$ cat src/rtl/dpt_pkg.sv
/*
 Constants, frame layout and register map shared by both ends of the
 dual potentiometer serial link.
 Assumes a 10 MHz system clock on both ends.
*/
// Function
// - Status read returns byte, flag in bit 0
// - Global load copies chosen slot to wipers
// - Global save writes wipers into chosen slot
// - Single save writes one wiper into slot
// - Single load copies slot into one wiper
// - Step frame then direction bits until deselect
// - Programming starts only after chip select rises
// - Flag shows programming still running
// - Direction high steps up, low steps down
// - Pot select bit picks the wiper
package dpt_pkg;
	localparam int CLK_PERIOD_NS   = 100;
	localparam int SCK_PERIOD_NS   = 800;
	localparam int SCK_HALF_CYCLES = SCK_PERIOD_NS / (2 * CLK_PERIOD_NS);
	localparam int NV_WRITE_US     = 5000;
	localparam int NV_WRITE_CYCLES = NV_WRITE_US * 1000 / CLK_PERIOD_NS;
	// Arbitrary device-type prefix value
	localparam logic [5:0] DEV_TYPE_ID = 6'h2B;

	localparam int HDR_BITS  = 16;
	localparam int STAT_BITS = 8;
	localparam int F_TYPE_LSB = 10;
	localparam int F_ADDR_LSB = 8;
	localparam int F_OP_LSB   = 4;
	localparam int F_SLOT_LSB = 2;
	localparam int F_ZERO     = 1;
	localparam int F_POT      = 0;
	localparam int STAT_FLAG  = 0;
	localparam logic [5:0] WIPER_MAX = 6'h3F;

	localparam logic [3:0] OP_STATUS = 4'h5;
	localparam logic [3:0] OP_GLOAD  = 4'h1;
	localparam logic [3:0] OP_GSAVE  = 4'h8;
	localparam logic [3:0] OP_SAVE   = 4'hE;
	localparam logic [3:0] OP_LOAD   = 4'hD;
	localparam logic [3:0] OP_STEP   = 4'h2;

	// Host register byte addresses and fields
	localparam logic [7:0] REG_CMD      = 8'h00;
	localparam logic [7:0] REG_STATUS   = 8'h04;
	localparam logic [7:0] REG_IRQ_STAT = 8'h08;
	localparam logic [7:0] REG_IRQ_MASK = 8'h0C;
	localparam int C_OP_LSB   = 0;
	localparam int C_SLOT_LSB = 4;
	localparam int C_POT      = 6;
	localparam int C_DIR      = 7;
	localparam int C_CNT_LSB  = 8;
	localparam int C_ADDR_LSB = 14;
	localparam int S_BUSY     = 0;
	localparam int S_FLAG     = 1;
	localparam int S_BYTE_LSB = 8;
	localparam int IRQ_DONE   = 0;

	function automatic logic [5:0] dpt_step(input logic [5:0] w, input logic up);
		if (up && w != WIPER_MAX)
			return w + 6'h01;
		if (!up && w != 6'h00)
			return w - 6'h01;
		return w;
	endfunction : dpt_step
endpackage : dpt_pkg

$ cat src/rtl/dpt_spi_if.sv
/*
 Serial link between the host and the potentiometer device.
 Assumes the bench resolves the shared data-out wire from so_oe.
*/
`timescale 1ns/10ps
interface dpt_spi_if;
	logic sck;
	logic cs_n;
	logic si;
	logic so;
	logic so_oe;

	modport dev (
		input  sck,
		input  cs_n,
		input  si,
		output so,
		output so_oe
	);
	modport host (
		output sck,
		output cs_n,
		output si,
		input  so,
		input  so_oe
	);
endinterface : dpt_spi_if

$ cat src/rtl/dpt_device.sv
/*
 Device end: decodes transfer, status and step frames, holds two wipers
 and their stored setting slots, and times the programming cycle.
 Assumes mode 0 framing; link pins are asynchronous to clk_sys.
*/
// The register addresses and the plain strobed port were decided locally.
`timescale 1ns/10ps
module dpt_device
	import dpt_pkg::*;
#(
	parameter int         NV_CYC      = NV_WRITE_CYCLES,
	parameter logic [5:0] DEVICE_TYPE = DEV_TYPE_ID
) (
	input  wire logic       clk_sys,
	input  wire logic       rstn,
	dpt_spi_if.dev          spi,
	input  wire logic       addr_pin_hi,
	input  wire logic       addr_pin_lo,
	output logic [5:0]      wiper0,
	output logic [5:0]      wiper1,
	output logic            write_in_progress_flag
);
	localparam int NV_W = $clog2(NV_CYC + 1);

	typedef enum logic [3:0] {
		DS_HDR  = 4'h1,
		DS_STEP = 4'h2,
		DS_TX   = 4'h4,
		DS_IGN  = 4'h8
	} dpt_dstate_type;

	dpt_dstate_type state;
	logic            sck_s1;
	logic            sck_s2;
	logic            sck_d;
	logic            cs_s1;
	logic            cs_s2;
	logic            cs_d;
	logic            si_s1;
	logic            si_s2;
	logic [1:0]      addr_s1;
	logic [1:0]      addr_s2;
	logic [4:0]      bit_cnt;
	logic [14:0]     in_sr;
	logic [7:0]      out_sr;
	logic [5:0]      wiper [2];
	logic [5:0]      slot_mem [2][4];
	logic            step_pot;
	logic            nv_pend;
	logic            nv_all;
	logic            nv_pot;
	logic [1:0]      nv_slot;
	logic [NV_W-1:0] nv_cnt;
	logic            prog_busy;
	logic            so_q;

	logic            sck_rise;
	logic            sck_fall;
	logic            cs_rise;
	logic            hdr_done;
	logic [15:0]     frame;
	logic [3:0]      op;
	logic [1:0]      slot;
	logic            pot;
	logic            hit;
	logic            op_ok;

	////////////////////////////////////////////////////////////////////////
	// Pin synchronisers and edge detection

	always_ff @(posedge clk_sys or negedge rstn) begin
		if (!rstn) begin
			sck_s1 <= 1'b0;
			sck_s2 <= 1'b0;
			sck_d  <= 1'b0;
			cs_s1  <= 1'b1;
			cs_s2  <= 1'b1;
			cs_d   <= 1'b1;
			si_s1  <= 1'b0;
			si_s2  <= 1'b0;
			addr_s1 <= 2'h0;
			addr_s2 <= 2'h0;
		end else begin
			sck_s1 <= spi.sck;
			sck_s2 <= sck_s1;
			sck_d  <= sck_s2;
			cs_s1  <= spi.cs_n;
			cs_s2  <= cs_s1;
			cs_d   <= cs_s2;
			si_s1  <= spi.si;
			si_s2  <= si_s1;
			addr_s1 <= {addr_pin_hi, addr_pin_lo};
			addr_s2 <= addr_s1;
		end
	end

	assign sck_rise = sck_s2 & ~sck_d & ~cs_s2;
	assign sck_fall = ~sck_s2 & sck_d & ~cs_s2;
	assign cs_rise  = cs_s2 & ~cs_d;

	////////////////////////////////////////////////////////////////////////
	// Header capture and decode

	always_ff @(posedge clk_sys or negedge rstn) begin
		if (!rstn) begin
			bit_cnt <= 5'h00;
			in_sr   <= 15'h0000;
		end else if (cs_s2) begin
			bit_cnt <= 5'h00;
		end else if (sck_rise) begin
			in_sr <= {in_sr[13:0], si_s2};
			if (bit_cnt != 5'(HDR_BITS))
				bit_cnt <= bit_cnt + 5'h01;
		end
	end

	assign hdr_done = sck_rise && bit_cnt == 5'(HDR_BITS - 1);
	assign frame    = {in_sr, si_s2};
	assign op       = frame[F_OP_LSB +: 4];
	assign slot     = frame[F_SLOT_LSB +: 2];
	assign pot      = frame[F_POT];

	assign hit = frame[F_TYPE_LSB +: 6] == DEVICE_TYPE
		&& frame[F_ADDR_LSB +: 2] == addr_s2
		&& !frame[F_ZERO] && op_ok;

	// Fixed bits of each format must match, else the frame is dropped
	always_comb begin
		unique case (op)
			OP_STATUS:          op_ok = slot == 2'h0 && pot;
			OP_GLOAD, OP_GSAVE: op_ok = !pot;
			OP_STEP:            op_ok = slot == 2'h0;
			OP_LOAD, OP_SAVE:   op_ok = 1'b1;
			default:            op_ok = 1'b0;
		endcase
	end

	always_ff @(posedge clk_sys or negedge rstn) begin
		if (!rstn) begin
			state <= DS_HDR;
		end else if (cs_s2) begin
			state <= DS_HDR;
		end else if (hdr_done) begin
			if (hit && op == OP_STATUS)
				state <= DS_TX;
			else if (hit && op == OP_STEP)
				state <= DS_STEP;
			else
				state <= DS_IGN;
		end
	end

	////////////////////////////////////////////////////////////////////////
	// Wiper setting registers

	always_ff @(posedge clk_sys or negedge rstn) begin
		if (!rstn) begin
			wiper[0] <= 6'h00;
			wiper[1] <= 6'h00;
			step_pot <= 1'b0;
		end else if (hdr_done && hit) begin
			step_pot <= pot;
			if (op == OP_LOAD)
				wiper[pot] <= slot_mem[pot][slot];
			if (op == OP_GLOAD) begin
				wiper[0] <= slot_mem[0][slot];
				wiper[1] <= slot_mem[1][slot];
			end
		end else if (sck_rise && state == DS_STEP) begin
			wiper[step_pot] <= dpt_step(wiper[step_pot], si_s2);
		end
	end

	assign wiper0 = wiper[0];
	assign wiper1 = wiper[1];

	////////////////////////////////////////////////////////////////////////
	// Stored slots and programming cycle

	// Saves arriving while programming runs are dropped, not queued
	always_ff @(posedge clk_sys or negedge rstn) begin
		if (!rstn) begin
			nv_pend <= 1'b0;
			nv_all  <= 1'b0;
			nv_pot  <= 1'b0;
			nv_slot <= 2'h0;
		end else if (cs_rise) begin
			nv_pend <= 1'b0;
		end else if (hdr_done && hit && !prog_busy && (op == OP_SAVE || op == OP_GSAVE)) begin
			nv_pend <= 1'b1;
			nv_all  <= op == OP_GSAVE;
			nv_pot  <= pot;
			nv_slot <= slot;
		end
	end

	always_ff @(posedge clk_sys or negedge rstn) begin
		if (!rstn) begin
			for (int p = 0; p < 2; p++) begin
				for (int s = 0; s < 4; s++) begin
					slot_mem[p][s] <= 6'h00;
				end
			end
		end else if (cs_rise && nv_pend) begin
			for (int p = 0; p < 2; p++) begin
				if (nv_all || nv_pot == 1'(p))
					slot_mem[p][nv_slot] <= wiper[p];
			end
		end
	end

	always_ff @(posedge clk_sys or negedge rstn) begin
		if (!rstn) begin
			prog_busy <= 1'b0;
			nv_cnt    <= '0;
		end else if (cs_rise && nv_pend) begin
			prog_busy <= 1'b1;
			nv_cnt    <= NV_W'(NV_CYC - 1);
		end else if (prog_busy) begin
			if (nv_cnt == '0)
				prog_busy <= 1'b0;
			else
				nv_cnt <= nv_cnt - 1'b1;
		end
	end

	assign write_in_progress_flag = prog_busy;

	////////////////////////////////////////////////////////////////////////
	// Status byte out, changed on falling clock

	always_ff @(posedge clk_sys or negedge rstn) begin
		if (!rstn) begin
			out_sr <= 8'h00;
			so_q   <= 1'b0;
		end else if (hdr_done) begin
			// upper bits zero, flag in bit 0
			out_sr <= 8'(prog_busy) << STAT_FLAG;
		end else if (sck_fall && state == DS_TX) begin
			so_q   <= out_sr[7];
			out_sr <= {out_sr[6:0], 1'b0};
		end
	end

	assign spi.so    = so_q;
	assign spi.so_oe = state == DS_TX;
endmodule : dpt_device

$ cat src/flat_wrapper.sv
// flat-port wrapper written by rule: the top's interface ports become plain ports
module dpt_device_flat import dpt_pkg::*;
#(
	parameter int         NV_CYC      = NV_WRITE_CYCLES,
	parameter logic [5:0] DEVICE_TYPE = DEV_TYPE_ID
)
  (clk_sys, rstn, addr_pin_hi, addr_pin_lo, wiper0, wiper1, write_in_progress_flag, spi_sck, spi_cs_n, spi_si, spi_so, spi_so_oe);
  dpt_spi_if spi_i ();
  input  wire logic clk_sys;
  input  wire logic rstn;
  input  wire logic addr_pin_hi;
  input  wire logic addr_pin_lo;
  output logic [5:0] wiper0;
  output logic [5:0] wiper1;
  output logic write_in_progress_flag;
  input wire logic [$bits(spi_i.sck)-1:0] spi_sck;
  input wire logic [$bits(spi_i.cs_n)-1:0] spi_cs_n;
  input wire logic [$bits(spi_i.si)-1:0] spi_si;
  output wire logic [$bits(spi_i.so)-1:0] spi_so;
  output wire logic [$bits(spi_i.so_oe)-1:0] spi_so_oe;
  assign spi_i.sck = spi_sck;
  assign spi_i.cs_n = spi_cs_n;
  assign spi_i.si = spi_si;
  assign spi_so = spi_i.so;
  assign spi_so_oe = spi_i.so_oe;
  dpt_device #(.NV_CYC(NV_CYC), .DEVICE_TYPE(DEVICE_TYPE)) u_core (.clk_sys(clk_sys), .rstn(rstn), .spi(spi_i), .addr_pin_hi(addr_pin_hi), .addr_pin_lo(addr_pin_lo), .wiper0(wiper0), .wiper1(wiper1), .write_in_progress_flag(write_in_progress_flag));
endmodule
$ cat config.mk
export PLATFORM = sky130hd
export DESIGN_NAME = dpt_device_flat
export DESIGN_NICKNAME = d
export VERILOG_FILES = /design/src/rtl/dpt_pkg.sv /design/src/rtl/dpt_spi_if.sv /design/src/rtl/dpt_device.sv /design/src/flat_wrapper.sv
export SDC_FILE = /design/constraint.sdc
export NUM_CORES = 1
export LEC_CHECK = 0
export ABC_AREA = 1
export BUFFER_PORTS_ARGS = -buffer_cell sky130_fd_sc_hd__buf_2
export CAP_MARGIN = 5
export CORE_ASPECT_RATIO = 0.75
export CORE_MARGIN = 5
export CORE_UTILIZATION = 62
export DETAILED_ROUTE_END_ITERATION = 8
export PLACE_DENSITY = 0.91
export SLEW_MARGIN = 40
export SYNTH_ARGS = -nofsm -noshare
export SYNTH_HDL_FRONTEND = slang
export SYNTH_SLANG_ARGS = --single-unit
$ cat constraint.sdc
create_clock -name clk_sys -period 2.7 [get_ports clk_sys]
set_input_delay 0.135 -clock clk_sys [delete_from_list [all_inputs] [get_ports clk_sys]]
set_output_delay 0.135 -clock clk_sys [all_outputs]
set_load 0.005 [all_outputs]
After elaboration in Yosys (flattened, before gate mapping) --
Cells that the tools add are included.
Storage, ports and cells: output and inout port bits 15, bits in read-only memories 0, input port bits 7, register bits 128, memories kept 0, latch bits 0, word-level logic and storage cells 178, bits in writable memories 0
Cells by class: order comparisons 7, div/mod/pow operators 0, equality and inequality tests 15, multiply operators 0, add/subtract/negate cells 4, reduce and logical (&&, ||, !) cells 44, shifts and indexed selects 0, mux-type cells 60, bitwise operators 16
Operators by type and width (number):
- $mux 6 | 18
- $mux 24 | 3
- $bwmux 24 | 2
- $mux 12 | 4
- $mux 16 | 3
- $bmux 6 s2 | 3
- $bwmux 12 | 2
- $logic_and 1x1->1 | 18
- $logic_not 16->1 | 1
- $mux 4 | 4
- $mux 8 | 2
- $reduce_and 2->1 | 8
- $sub 16x1->16 const B | 1
- $mux 5 | 3
- $reduce_bool 2->1 | 7
- $demux 6 s1 | 2
- $demux 6 s2 | 1
- $eq 4x4->1 const B | 3
- $mux 1 | 12
- $eq 4x2->1 const B | 2
- $eq 4x3->1 const B | 2
- $not 1->1 | 7
- $add 6x1->6 const B | 1
- $eq 6x6->1 const B | 1
- other kinds (22) | 36

Depth between registers and ports, before layout --
Gate-level depths: netlist of run 1.
depth in word-level cells 19, mapped depth 17, gate-level depth less buffers 17

Worst setup path after synthesis of run 1 --
OpenSTA, ideal clock, no wires.
path type reg2reg, from reg u_core.step_pot, to reg u_core.wiper, in the netlist u_core.wiper1[4], buffers on the path 1, setup time 116 ps, period minus slack after synthesis 1877 ps, required time 2584 ps, cell stages (with the launch flop) 17, data arrival time 1760 ps, setup slack 823 ps, cell sequence dfrtp_1 -> buf_6 -> o21ai_2 -> inv_1 -> ha_1 -> nand3_1 -> nor2_1 -> nand2_1 -> nand2_2 -> nand2_1 -> inv_1 -> nand2_1 -> nand2_1 -> nand2_1 -> nand2_1 -> nand2_1 -> nand2_1
On the way: cells in the longest elaborated chain, start to end 17, elaborated cells on any way between the ends 31, classes of those cells add/sub (2); order compare (2); eq/ne (1); mux (21); bitwise (1); reduce/logical (4)
RTL lines:
- start: declaration | RTL line dpt_device.sv:48 | logic step_pot;
- start signal: assignment | RTL line dpt_device.sv:162 | step_pot <= pot;
- $not 1->2 (not written as such) * | RTL line dpt_device.sv:170 | wiper[step_pot] <= dpt_step(wiper[step_pot], si_s2);
- parallel branches: the longest is 13 deep, another holds $add 6x1->6
- $bwmux 12 * | RTL line dpt_device.sv:170
- $mux 12 * | RTL line dpt_device.sv:169 | end else if (sck_rise && state == DS_STEP) begin
- $mux 12 * | RTL line dpt_device.sv:161 | end else if (hdr_done && hit) begin
- end signal: indexed assignment | RTL line dpt_device.sv:164 | wiper[pot] <= slot_mem[pot][slot];
- end signal: indexed assignment | RTL line dpt_device.sv:170
- end: declaration | RTL line dpt_device.sv:46 | logic [5:0] wiper [2];
Mark *: on every way between the ends. The select of a mux whose other input is x is not followed. A chain may end at the register's enable or synchronous reset.

Worst setup path in the final report of run 1 --
from reg u_core.step_pot, to reg u_core.wiper, in the netlist u_core.wiper1[2]
The elaborated chain is that of the path after synthesis.

==> metrics.yaml, run 1 <==
outcome:
  outcome: "finished, final reports clean"
global_route:
  grt_antenna_before_repair: 0
  grt_pass1_wl_mm: 27.3
  grt_usage: 0.269
  grt_max_degree: 59
  grt-ovfl-total: 0
  grt_pass1_vias: 5699
die:
  core_area_mm2: 0.0103
  io_pins: 22
  die_h_um: 99.2
  rows: 32
  die-area_mm2: 0.0128
  initial_utilization: 0.637
  die_w_um: 129
logic_synthesis:
  synth_cell_types: 33
  synth_top_area_share: 0.471
  synth_warnings: 0
  ys.flop_type: "dfrtp_1"
  netlist_area_mm2: 0.00658
  yosysTopAreaCell: "dfrtp_1"
  avgSynthCellArea_um2: 7.61
  syn_nets: 879
  synthCells: 865
  synthArstFlopShare: 1.00
  synth_seq_area_share: 0.487
  synth_edf_count: 0
  synthTopCellsByArea: "dfrtp_1 (47%), nand2_1 (17%), o21ai_0 (8.8%)"
  ys_ff_latch: 128
drt:
  routed_wl_mm: 16.5
  via_per_inst: 5.87
  via_count: 6112
  dr.pass1.iters: 6
  wl_per_cell_um: 15.8
  drcViolationCount: 0
  drt_iter0_drc: 787
  ant_nets: 0
sta:
  finalSetupTns_ns: 0
  hold_viol_final: 0
  setup_viol: 0
  rsz0062_at_grt: "false"
  max_slew_margin: 0.551
  fin_crit_sh: 0.890
  finClkSkew_ns: 0.0165
  finalCriticalPeriod_ns: 2.40
  fmax_ghz: 0.416
  worst-slew-pin-transition_ns: 0.673
  slew_viol_final: 0
cts:
  cts-root-buf: "clkbuf_16"
  h-tree-depth: 4
  numCtsBuffers: 17
  clockBufferDepth: 2
  clk_pin_slew_worst_paths_ns: 0.07
  cts.sinks: 128
  clock_latency_ns: 0.43
  tritoncts: "built"
job:
  maxCapViolations: 0
setup_path:
  worstSetupPathType: "flip-flop to flip-flop"
  critPathMaxStageDelay_ns: 0.66
  cp-end-kind: "flip-flop"
  cp_data_arrival_time_ns: 2.77
  crit_start: "u_core.step_pot"
  crit_chain: "inv_2, nand2_1, nand2_1, inv_1, ha_1, nand3_1, nor2_1, nand2_2, nand3_1, nand2_1, nand2_1, nand2_1, o21ai_0, nand2_1, nand2_1"
  rr_startpoint: "u_core.step_pot"
  cp.required_ns: 3.06
  cp-start-kind: "flip-flop"
  crit_top_cell: "nand2_1"
  critPathMaxFanout: 16
  critPathSlowestCell: "dfrtp_1"
layout:
  fill_cells: 722
  layout-drive-gt1-share: 0.113
  finalNetCount: 907
  syn2layout_area_growth_pct: 14.0
  mostFrequentLayoutCell: "nand2_1"
  design_area_mm2: 0.00751
  final_cells: 1042
  antennaDiodeCount: 0
  layout_common_cells: "nand2_1 (304), dfrtp_1 (124), o21ai_0 (116), inv_1 (72), nor2_1 (55)"
place:
  post-dp-hpwl_mm: 10.8
  post_dp_cell_area_mm2: 0.00682
  place_inst: 1004
  gp_congestion: 0.966
  io_buffer_count: 21
min_path:
  hold_class: "input pin to asynchronous set/reset pin"
power_and_ir_drop:
  leakage_nw: 3.67
  total_power_mw: 4.86
  max-vdd-ir-drop_mv: 0.522
  p_per_area_mw_per_mm2: 648
## sequential cells by signal, summed over array words and instances (netlist names), 4 cells and up
name and count:
u_core.wiper0 6, u_core.nv_cnt 16, u_core.out_sr 8, u_core.slot_mem 48, u_core.bit_cnt 5, u_core.state 4, u_core.wiper1 6, u_core.in_sr 15
## layer usage
layer | vias up | global-route usage | wire length (um)
met2 | 352 | 0.398 | 7380
li1 | 2859 | - | -
met3 | 42 | 0.0853 | 1770
met5 | - | 0 | 0
met1 | 2859 | 0.378 | 7010
met4 | 0 | 0.0888 | 310
## repair_timing
item	in CTS	in global routing
hold buffers	6	0
gates resized for setup	0	0
setup buffers	0	0
hold endpoints to repair	61	0
endpoints found under the setup margin	0	0
## metrics by stage
step,hold WS [ns],util,setup slack [ns]
floorplan,-0.161,-,0.823
global placement,0.240,0.660,0.525
detailed placement,0.245,0.660,0.477
CTS,0.341,0.726,0.370
global route,0.304,0.727,0.139
finish,0.258,0.727,0.298
## final cells by class
cell class	instances	area, um^2	area share
flip-flops and latches	128	3210	0.427
multi-input cells	629	2940	0.392
clock buffers	17	425	0.0567
inverters	80	300	0.0400
repair buffers	37	259	0.0345
clock inverters	15	200	0.0267
well taps	136	170	0.0227
## worst paths after layout
check                                            to  slack, ns  depth (start not counted)
worst max-delay path               u_core.wiper1[2]       0.30                         15
worst min register to register    u_core.addr_s2[1]       0.35                          0
max in group asynchronous       u_core.slot_mem[17]       1.75                          3
worst max register to register     u_core.wiper1[2]       0.30                         15
min in group clk_sys              u_core.addr_s1[1]       0.35                          2
worst min-delay path              u_core.nv_cnt[11]       0.26                          2
## cells by family (layout without fill, tap and decap cells)
group,count (synthesis),after routing,synth area share
adder cells (fa/ha/maj),7,7,0.0133
AO/OA/AOI/OAI,165,165,0.138
XOR/XNOR,4,4,0.00532
flip-flops,128,128,0.487
multiplexers,2,2,0.00304
AND/OR/NAND/NOR,451,451,0.288
buffers and inverters,108,149,0.0656
## synthesized netlist by cell type, types with 7 or more instances
cell type / count
nand2_1: 304
dfrtp_1: 124
o21ai_0: 116
inv_1: 72
nor2_1: 55
nand3_1: 44
a21oi_1: 14
clkbuf_1: 14
nand2_2: 12
nand4_1: 11
nor3_1: 11
a21boi_0: 10
buf_2: 9
o22ai_1: 9
inv_2: 8
ha_1: 7
o211ai_1: 7
## critical path: cells and delay by family (launching register included)
kind | cells | cell delay, ns
AOI/OAI and AO/OA | 1 | 0.24
adders and majority gates | 1 | 0.15
buffers and inverters | 2 | 0.26
DFF | 1 | 0.66
and+or+nand+nor | 11 | 1.02
## report_power, final
part           internal, mW  switching (mW)
registers              1.96          0.0432
clock network          1.48           0.958
logic                 0.105           0.310
total                  3.55            1.31
Note: power is estimated with default switching activity, not from simulation.
==> inputs of run 2 (changes only) <==
CORE_MARGIN = unset   (was 5)
==> run 2 against run 1 <==
Against the previous run: setup slack better by 0.050 ns; worst hold slack lost 0.023 ns; routed wire length increased by 6.9%; core utilization up 0.31 points; maximum frequency up 2.1%; highest routed layer unchanged.
==> metrics.yaml, run 2 (synthesis gave the netlist of run 1 again) <==
die:
  die-area_mm2: 0.0110  # -14%
  die_w_um: 121  # -6.2%
  core_area_mm2: 0.0103  # -0.39%
  initial_utilization: 0.640  # +0.00248
  rows: 32  # unchanged
  die_h_um: 91.2  # -8.1%
  io_pins: 22  # unchanged
layout:
  largest_register: "u_core.slot_mem"
  reg_top3: "u_core.slot_mem x48, u_core.nv_cnt x16, u_core.in_sr x15"
  largest_reg_flops: 48  # unchanged
  mostFrequentLayoutCell: "nand2_1"
  design_area_mm2: 0.00751  # about the same
  layout-drive-gt1-share: 0.116  # +0.00293
  final_core_util: 0.730  # +0.00307
  final_cells: 1045  # +0.29%
  syn2layout_area_growth_pct: 14.1  # about the same
  antennaDiodeCount: 0  # unchanged
  finalNetCount: 910  # +0.33%
  layout_common_cells: "nand2_1 (304), dfrtp_1 (124), o21ai_0 (116), inv_1 (72), nor2_1 (55)"
cts:
  h-tree-depth: 4  # unchanged
  clock_latency_ns: 0.43  # about the same
  cts_setup_buffers: 0  # unchanged
  ctsHoldBuffers: 6  # unchanged
  clockBufferDepth: 2  # unchanged
  numCtsBuffers: 17  # unchanged
  cts-root-buf: "clkbuf_16"
  cts.sinks: 128  # unchanged
  clk_pin_slew_worst_paths_ns: 0.07  # about the same
  post_cts_resized: 0  # unchanged
  tritoncts: "built"
min_path:
  hold_class: "input pin to asynchronous set/reset pin"
drt:
  ant_nets: 0  # unchanged
  wl_per_cell_um: 16.8  # +6.6%
  routed_wl_mm: 17.6  # +6.9%
  drt_iter0_drc: 669  # -15%
  via_count: 6219  # +1.8%
  via_per_inst: 5.95  # +1.5%
  drcViolationCount: 0  # unchanged
  dr.pass1.iters: 6  # unchanged
setup_path:
  rr_worst_depth: 13  # -2
  reg2reg_to: "u_core.wiper1[1]"
  path_delay_family: "simple AND/OR/NAND/NOR gates"
  cp.required_ns: 3.02  # -0.04 ns
  cp-start-kind: "flip-flop"
  rrSetupSlack_ns: 0.35  # +0.05 ns
  critPathSlowestCell: "dfrtp_1"
  cp-endpoint: "u_core.wiper1[1]"
  worstSetupPathType: "flip-flop to flip-flop"
  critPathBufInv: 1  # -1
  cp-end-kind: "flip-flop"
  cp.depth: 13  # -2
  crit_top_cell: "nand2_1"
  critPathMaxFanout: 16  # unchanged
  crit_chain: "inv_2, nand2_1, nand2_1, ha_1, nand3_1, nor2_1, nand2_1, nand2_2, nand2_1, o21ai_1, o21ai_0, nand2_1, nand2_1"
  cp_data_arrival_time_ns: 2.67  # -0.10 ns
  rr_startpoint: "u_core.step_pot"
  crit_start: "u_core.step_pot"
  critPathMaxStageDelay_ns: 0.57  # -0.09 ns
place:
  gp_congestion: 0.932  # -3.5%
  io_buffer_count: 21  # unchanged
  post-dp-hpwl_mm: 11.3  # +4.6%
  place_inst: 1007  # +0.30%
  preCtsSetupSlack_ns: 0.491  # +0.0147 ns
  post_dp_cell_area_mm2: 0.00684  # +0.33%
sta:
  fin_crit_sh: 0.871  # -0.0183
  worst-slew-pin-transition_ns: 0.724  # +0.0508 ns
  hold_ws_ns: 0.235  # -0.0233 ns
  finalSetupTns_ns: 0  # unchanged
  setup_viol: 0  # unchanged
  finalCriticalPeriod_ns: 2.35  # -0.0495 ns
  hold_viol_final: 0  # unchanged
  max_slew_margin: 0.516  # -0.0352
  rsz0062_at_grt: "false"
  slew_viol_final: 0  # unchanged
  fmax_ghz: 0.425  # +2.1%
  finClkSkew_ns: 0.0125  # -0.00401 ns
  setup_slack_ns: 0.347  # +0.0495 ns
power_and_ir_drop:
  total_power_mw: 4.81  # -1.0%
  leakage_nw: 3.67  # about the same
  p_per_area_mw_per_mm2: 641  # -1.1%
  max-vdd-ir-drop_mv: 0.497  # -4.7%
job:
  maxCapViolations: 0  # unchanged
global_route:
  grt_antenna_before_repair: 0  # unchanged
  grt-ovfl-total: 0  # unchanged
  grt_pass1_vias: 5996  # +5.2%
  grt_pass1_wl_mm: 29.2  # +6.9%
  grt_usage: 0.346  # +0.0774
  grt_max_degree: 60  # +1.7%
outcome:
  outcome: "finished, final reports clean"
run 2: cell count changes in the layout (fill, tap and decap cells not counted):
cell        before  now
clkinv_4         3    4
clkinvlp_4       2    3
buf_4            9   13
inv_8            3    0
clkinv_2         0    2
buf_6            1    0
inv_6            4    3
run 2: layout make-up:
class / count / area (um^2)
Timing Repair Buffer: 40 / 278
Clock inverter: 15 / 184
Multi-Input combinational cell: 629 / 2940
Fill cell: 694 / 2780
Inverter: 80 / 300
Tap cell: 136 / 170
Clock buffer: 17 / 425
Sequential cell: 128 / 3210
run 2: routing by layer:
| layer | wire length, um | part of all wire | track usage |
|---|---|---|---|
| met5 | 0 | 0 | 0 |
| met4 | 650 | 0.037 | 0.164 |
| met3 | 1900 | 0.11 | 0.109 |
| met2 | 7950 | 0.45 | 0.518 |
| met1 | 7110 | 0.40 | 0.460 |
run 2: worst reg2reg max path: stages, from the launching register on:
cell and delay (ns):
dfrtp_1 0.57, inv_2 0.20, nand2_1 0.07, nand2_1 0.14
ha_1 0.21, nand3_1 0.08, nor2_1 0.16, nand2_1 0.14
nand2_2 0.12, nand2_1 0.08, o21ai_1 0.23, o21ai_0 0.12
nand2_1 0.07, nand2_1 0.04
run 2: worst min-delay path by stage:
stage / start / end / slack (ns) / cells past startpoint
after floorplan: rstn / u_core.addr_s1[0] / -0.16 / 0
after global placement: rstn / u_core.nv_cnt[12] / 0.12 / 1
after detailed placement: rstn / u_core.nv_cnt[2] / 0.12 / 1
after CTS: rstn / u_core.wiper0[0] / 0.24 / 2
after global routing: rstn / u_core.nv_cnt[14] / 0.26 / 2
final: rstn / u_core.nv_cnt[14] / 0.23 / 2
run 2: where the power goes:
| group | switching (mW) | internal (mW) | total, mW |
|---|---|---|---|
| registers | 0.0527 | 1.96 | 2.01 |
| clock network | 0.908 | 1.46 | 2.37 |
| logic | 0.315 | 0.114 | 0.429 |
==> inputs of run 3 (changes only) <==
ABC_AREA = 0   (was 1)
RECOVER_POWER = 25   (was unset)
SLEW_MARGIN = 10   (was 40)
==> run 3 against run 2 <==
Against the previous run: power rose by 5.3%; core utilization rose by 0.78 points; die area rose by 0.80%; register-to-register slack got worse by 0.23 ns; non-clock buffer count rose by 8; via count fell by 24%; cell count fell by 31%; clock skew fell by 0.0068 ns.
==> metrics.yaml, run 3 <==
outcome:
  outcome: "finished, final reports clean"
power_and_ir_drop:
  netSwitchingFraction: 0.268  # +0.00334
  total_power_mw: 5.07  # +5.3%
  p_per_area_mw_per_mm2: 665  # +3.8%
  comb_power_share: 0.142  # +0.053
  p_seq_frac: 0.413  # -0.006
  clock_power_share: 0.445  # -0.047
  internal_power_mw: 3.71  # +4.8%
  max-vdd-ir-drop_mv: 0.564  # +13%
  leakage_nw: 3.48  # -5.1%
  p_sw_mw: 1.36  # +6.6%
logic_synthesis:
  synth_warnings: 0  # unchanged
  synth_top_family_by_area: "multiplexers"
  synth_mux_area_frac: 0.220  # +0.217
  synth_top_area_share: 0.467  # -0.00382
  synth-simple-area-share: 0.141  # -0.147
  yosys-top-cells-count: "dfrtp_1 (124), mux2_2 (69), nor2_1 (33)"
  synth_edf_count: 0  # unchanged
  synth_compound_area_frac: 0.0890  # -0.0486
  ys_ff_latch: 128  # unchanged
  netlist_area_mm2: 0.00664  # +0.82%
  synthTopCellsByArea: "dfrtp_1 (47%), mux2_2 (12%), mux4_2 (7.5%)"
  ys.flop_type: "dfrtp_1"
  synth_seq_area_share: 0.483  # -0.00395
  synthCells: 532  # -38%
  synthArstFlopShare: 1.00  # unchanged
  syn_nets: 546  # -38%
  synth_fa_ha_area_frac: 0.0132  # -0.000108
  yosysTopAreaCell: "dfrtp_1"
  synthMostInstantiatedCell: "dfrtp_1"
  synth-xor-area-share: 0.0264  # +0.0211
  avgSynthCellArea_um2: 12.5  # +64%
  synth_cell_types: 79  # +140%
global_route:
  grt_pass1_vias: 4964  # -17%
  grt-ovfl-total: 0  # unchanged
  grt_usage: 0.313  # -0.0334
  grt_max_degree: 80  # +33%
  grt_pass1_wl_mm: 26.0  # -11%
  grt_antenna_before_repair: 0  # unchanged
cts:
  clockBufferDepth: 2  # unchanged
  clock_latency_ns: 0.42  # about the same
  numCtsBuffers: 17  # unchanged
  tritoncts: "built"
  clk_pin_slew_worst_paths_ns: 0.06  # about the same
  cts-root-buf: "clkbuf_16"
  h-tree-depth: 4  # unchanged
  cts.sinks: 128  # unchanged
drt:
  dr.pass1.iters: 7  # +1
  drt_iter0_drc: 440  # -34%
  ant_nets: 0  # unchanged
  via_per_inst: 6.58  # +11%
  met2_length_mm: 7.27  # -8.5%
  wl_met1_mm: 6.57  # -7.5%
  via_count: 4746  # -24%
  topRoutingLayerUsed: "met4"
  route.met3.wl_mm: 1.34  # -30%
  routed_wl_mm: 15.6  # -12%
  wl_per_cell_um: 21.6  # +28%
  drcViolationCount: 0  # unchanged
die:
  core_area_mm2: 0.0103  # +0.39%
  rows: 32  # unchanged
  die_h_um: 91.6  # +0.39%
  initial_utilization: 0.643  # +0.00273
  io_pins: 22  # unchanged
  die_w_um: 121  # +0.40%
  die-area_mm2: 0.0111  # +0.80%
sta:
  finalSetupTns_ns: 0  # unchanged
  hold_ws_ns: 0.213  # -0.0216 ns
  setup_viol: 0  # unchanged
  fin_crit_sh: 0.955  # +0.0834
  finalCriticalPeriod_ns: 2.58  # +0.225 ns
  fmax_ghz: 0.388  # -8.7%
  max_slew_margin: 0.284  # -0.232
  slew_viol_final: 0  # unchanged
  finClkSkew_ns: 0.00571  # -0.00682 ns
  setup_slack_ns: 0.122  # -0.225 ns
  worst-slew-pin-transition_ns: 1.07  # +0.351 ns
  rsz0062_at_grt: "false"
  hold_viol_final: 0  # unchanged
place:
  place_inst: 684  # -32%
  io_buffer_count: 21  # unchanged
  post_dp_cell_area_mm2: 0.00696  # +1.8%
  gp_congestion: 0.909  # -2.5%
  preCtsSetupSlack_ns: 0.102  # -0.390 ns
  post-dp-hpwl_mm: 10.1  # -10%
setup_path:
  cp.required_ns: 3.00  # -0.02 ns
  critPathMaxFanout: 11  # -5
  worstSetupPathType: "flip-flop to flip-flop"
  cp-start-kind: "flip-flop"
  cp_data_arrival_time_ns: 2.87  # +0.20 ns
  cp-end-kind: "flip-flop"
job:
  maxCapViolations: 0  # unchanged
layout:
  reg_top3: "u_core.slot_mem x48, u_core.nv_cnt x16, u_core.in_sr x15"
  syn2layout_area_growth_pct: 14.8
  antennaDiodeCount: 0  # unchanged
  mostFrequentLayoutCell: "dfrtp_1"
  final_cells: 721  # -31%
  finalNetCount: 587  # -35%
  largest_register: "u_core.slot_mem"
  fill_cells: 634  # -8.6%
  design_area_mm2: 0.00762  # +1.5%
  final_core_util: 0.738  # +0.00783
  layout_common_cells: "dfrtp_1 (123), mux2_2 (69), nor2_1 (33), nand2_1 (22), mux4_2 (22)"
  layout-drive-gt1-share: 0.349  # +0.233
  largest_reg_flops: 48  # unchanged
min_path:
  hold_class: "input pin to asynchronous set/reset pin"
==> run 3: cell count changes in the layout (fill, tap and decap cells not counted), sizes merged, moves of 10 or more <==
| cell | previous run | this run |
|---|---|---|
| nand2 | 316 | 24 |
| o21ai | 122 | 15 |
| mux4 | 0 | 22 |
| mux2 | 0 | 77 |
| a22oi | 0 | 10 |
| nand3 | 47 | 15 |
| inv | 83 | 12 |
| nor2 | 64 | 33 |
==> run 3: final timing paths <==
check / start / end / slack [ns] / cells after the start
setup / recovery: u_core.in_sr[6] / u_core.wiper0[0] / 0.12 / 7
hold / removal: rstn / u_core.spi.so / 0.21 / 2
setup reg to reg: u_core.in_sr[6] / u_core.wiper0[0] / 0.12 / 7
hold reg to reg: u_core.addr_s1[0] / u_core.addr_s2[0] / 0.35 / 0
max in group asynchronous: rstn / u_core.wiper0[0] / 0.92 / 3
min in group clk_sys: u_core.addr_s1[0] / u_core.addr_s2[0] / 0.35 / 0
==> run 3: cells by family (layout without fill, tap and decap cells) <==
family | after synthesis | in the layout
AND/OR/NAND/NOR | 154 | 154
flip-flops | 128 | 128
multiplexers | 107 | 107
AO/OA/AOI/OAI | 78 | 78
buffers and inverters | 38 | 91
XOR/XNOR | 20 | 20
adder cells (fa/ha/maj) | 7 | 7
==> run 3: timing repair <==
action,4_1_cts,5_1_grt
hold endpoints to repair,130,0
gates resized for setup,0,8
setup endpoints to repair,0,10
setup buffers,0,0
hold buffers,6,0
==> run 3: area by class of cell <==
type | count | area [um^2] | area share
Tap cell | 136 | 170 | 0.0223
Inverter | 12 | 45.0 | 0.00591
Clock buffer | 21 | 470 | 0.0617
Timing Repair Buffer | 48 | 334 | 0.0438
Clock inverter | 10 | 111 | 0.0146
Sequential cell | 128 | 3210 | 0.421
Multi-Input combinational cell | 366 | 3280 | 0.430
==> run 3: routing by layer <==
| metal | global-route usage | vias up |
|---|---|---|
| met1 | 0.433 | 2406 |
| met4 | 0.145 | 0 |
| li1 | - | 2086 |
| met3 | 0.0892 | 39 |
| met2 | 0.457 | 215 |
| met5 | 0 | - |
==> run 3: critical path: stages (launching register included) <==
cell      delay, ns
dfrtp_1        0.49
nor4_2         0.37
a211oi_1       0.19
o22a_2         0.32
o31ai_4        0.34
a21boi_4       0.32
nand2_4        0.11
mux2_4         0.32
==> run 3: power by group through the flow <==
stage / Clock, mW / Combinational (mW) / Sequential, mW
floorplan: 0 / 0.554 / 2.07
global placement: 0 / 0.671 / 2.11
detailed placement: 0 / 0.696 / 2.11
CTS: 2.27 / 0.723 / 2.08
global route: 2.36 / 0.780 / 2.10
finish: 2.25 / 0.721 / 2.09
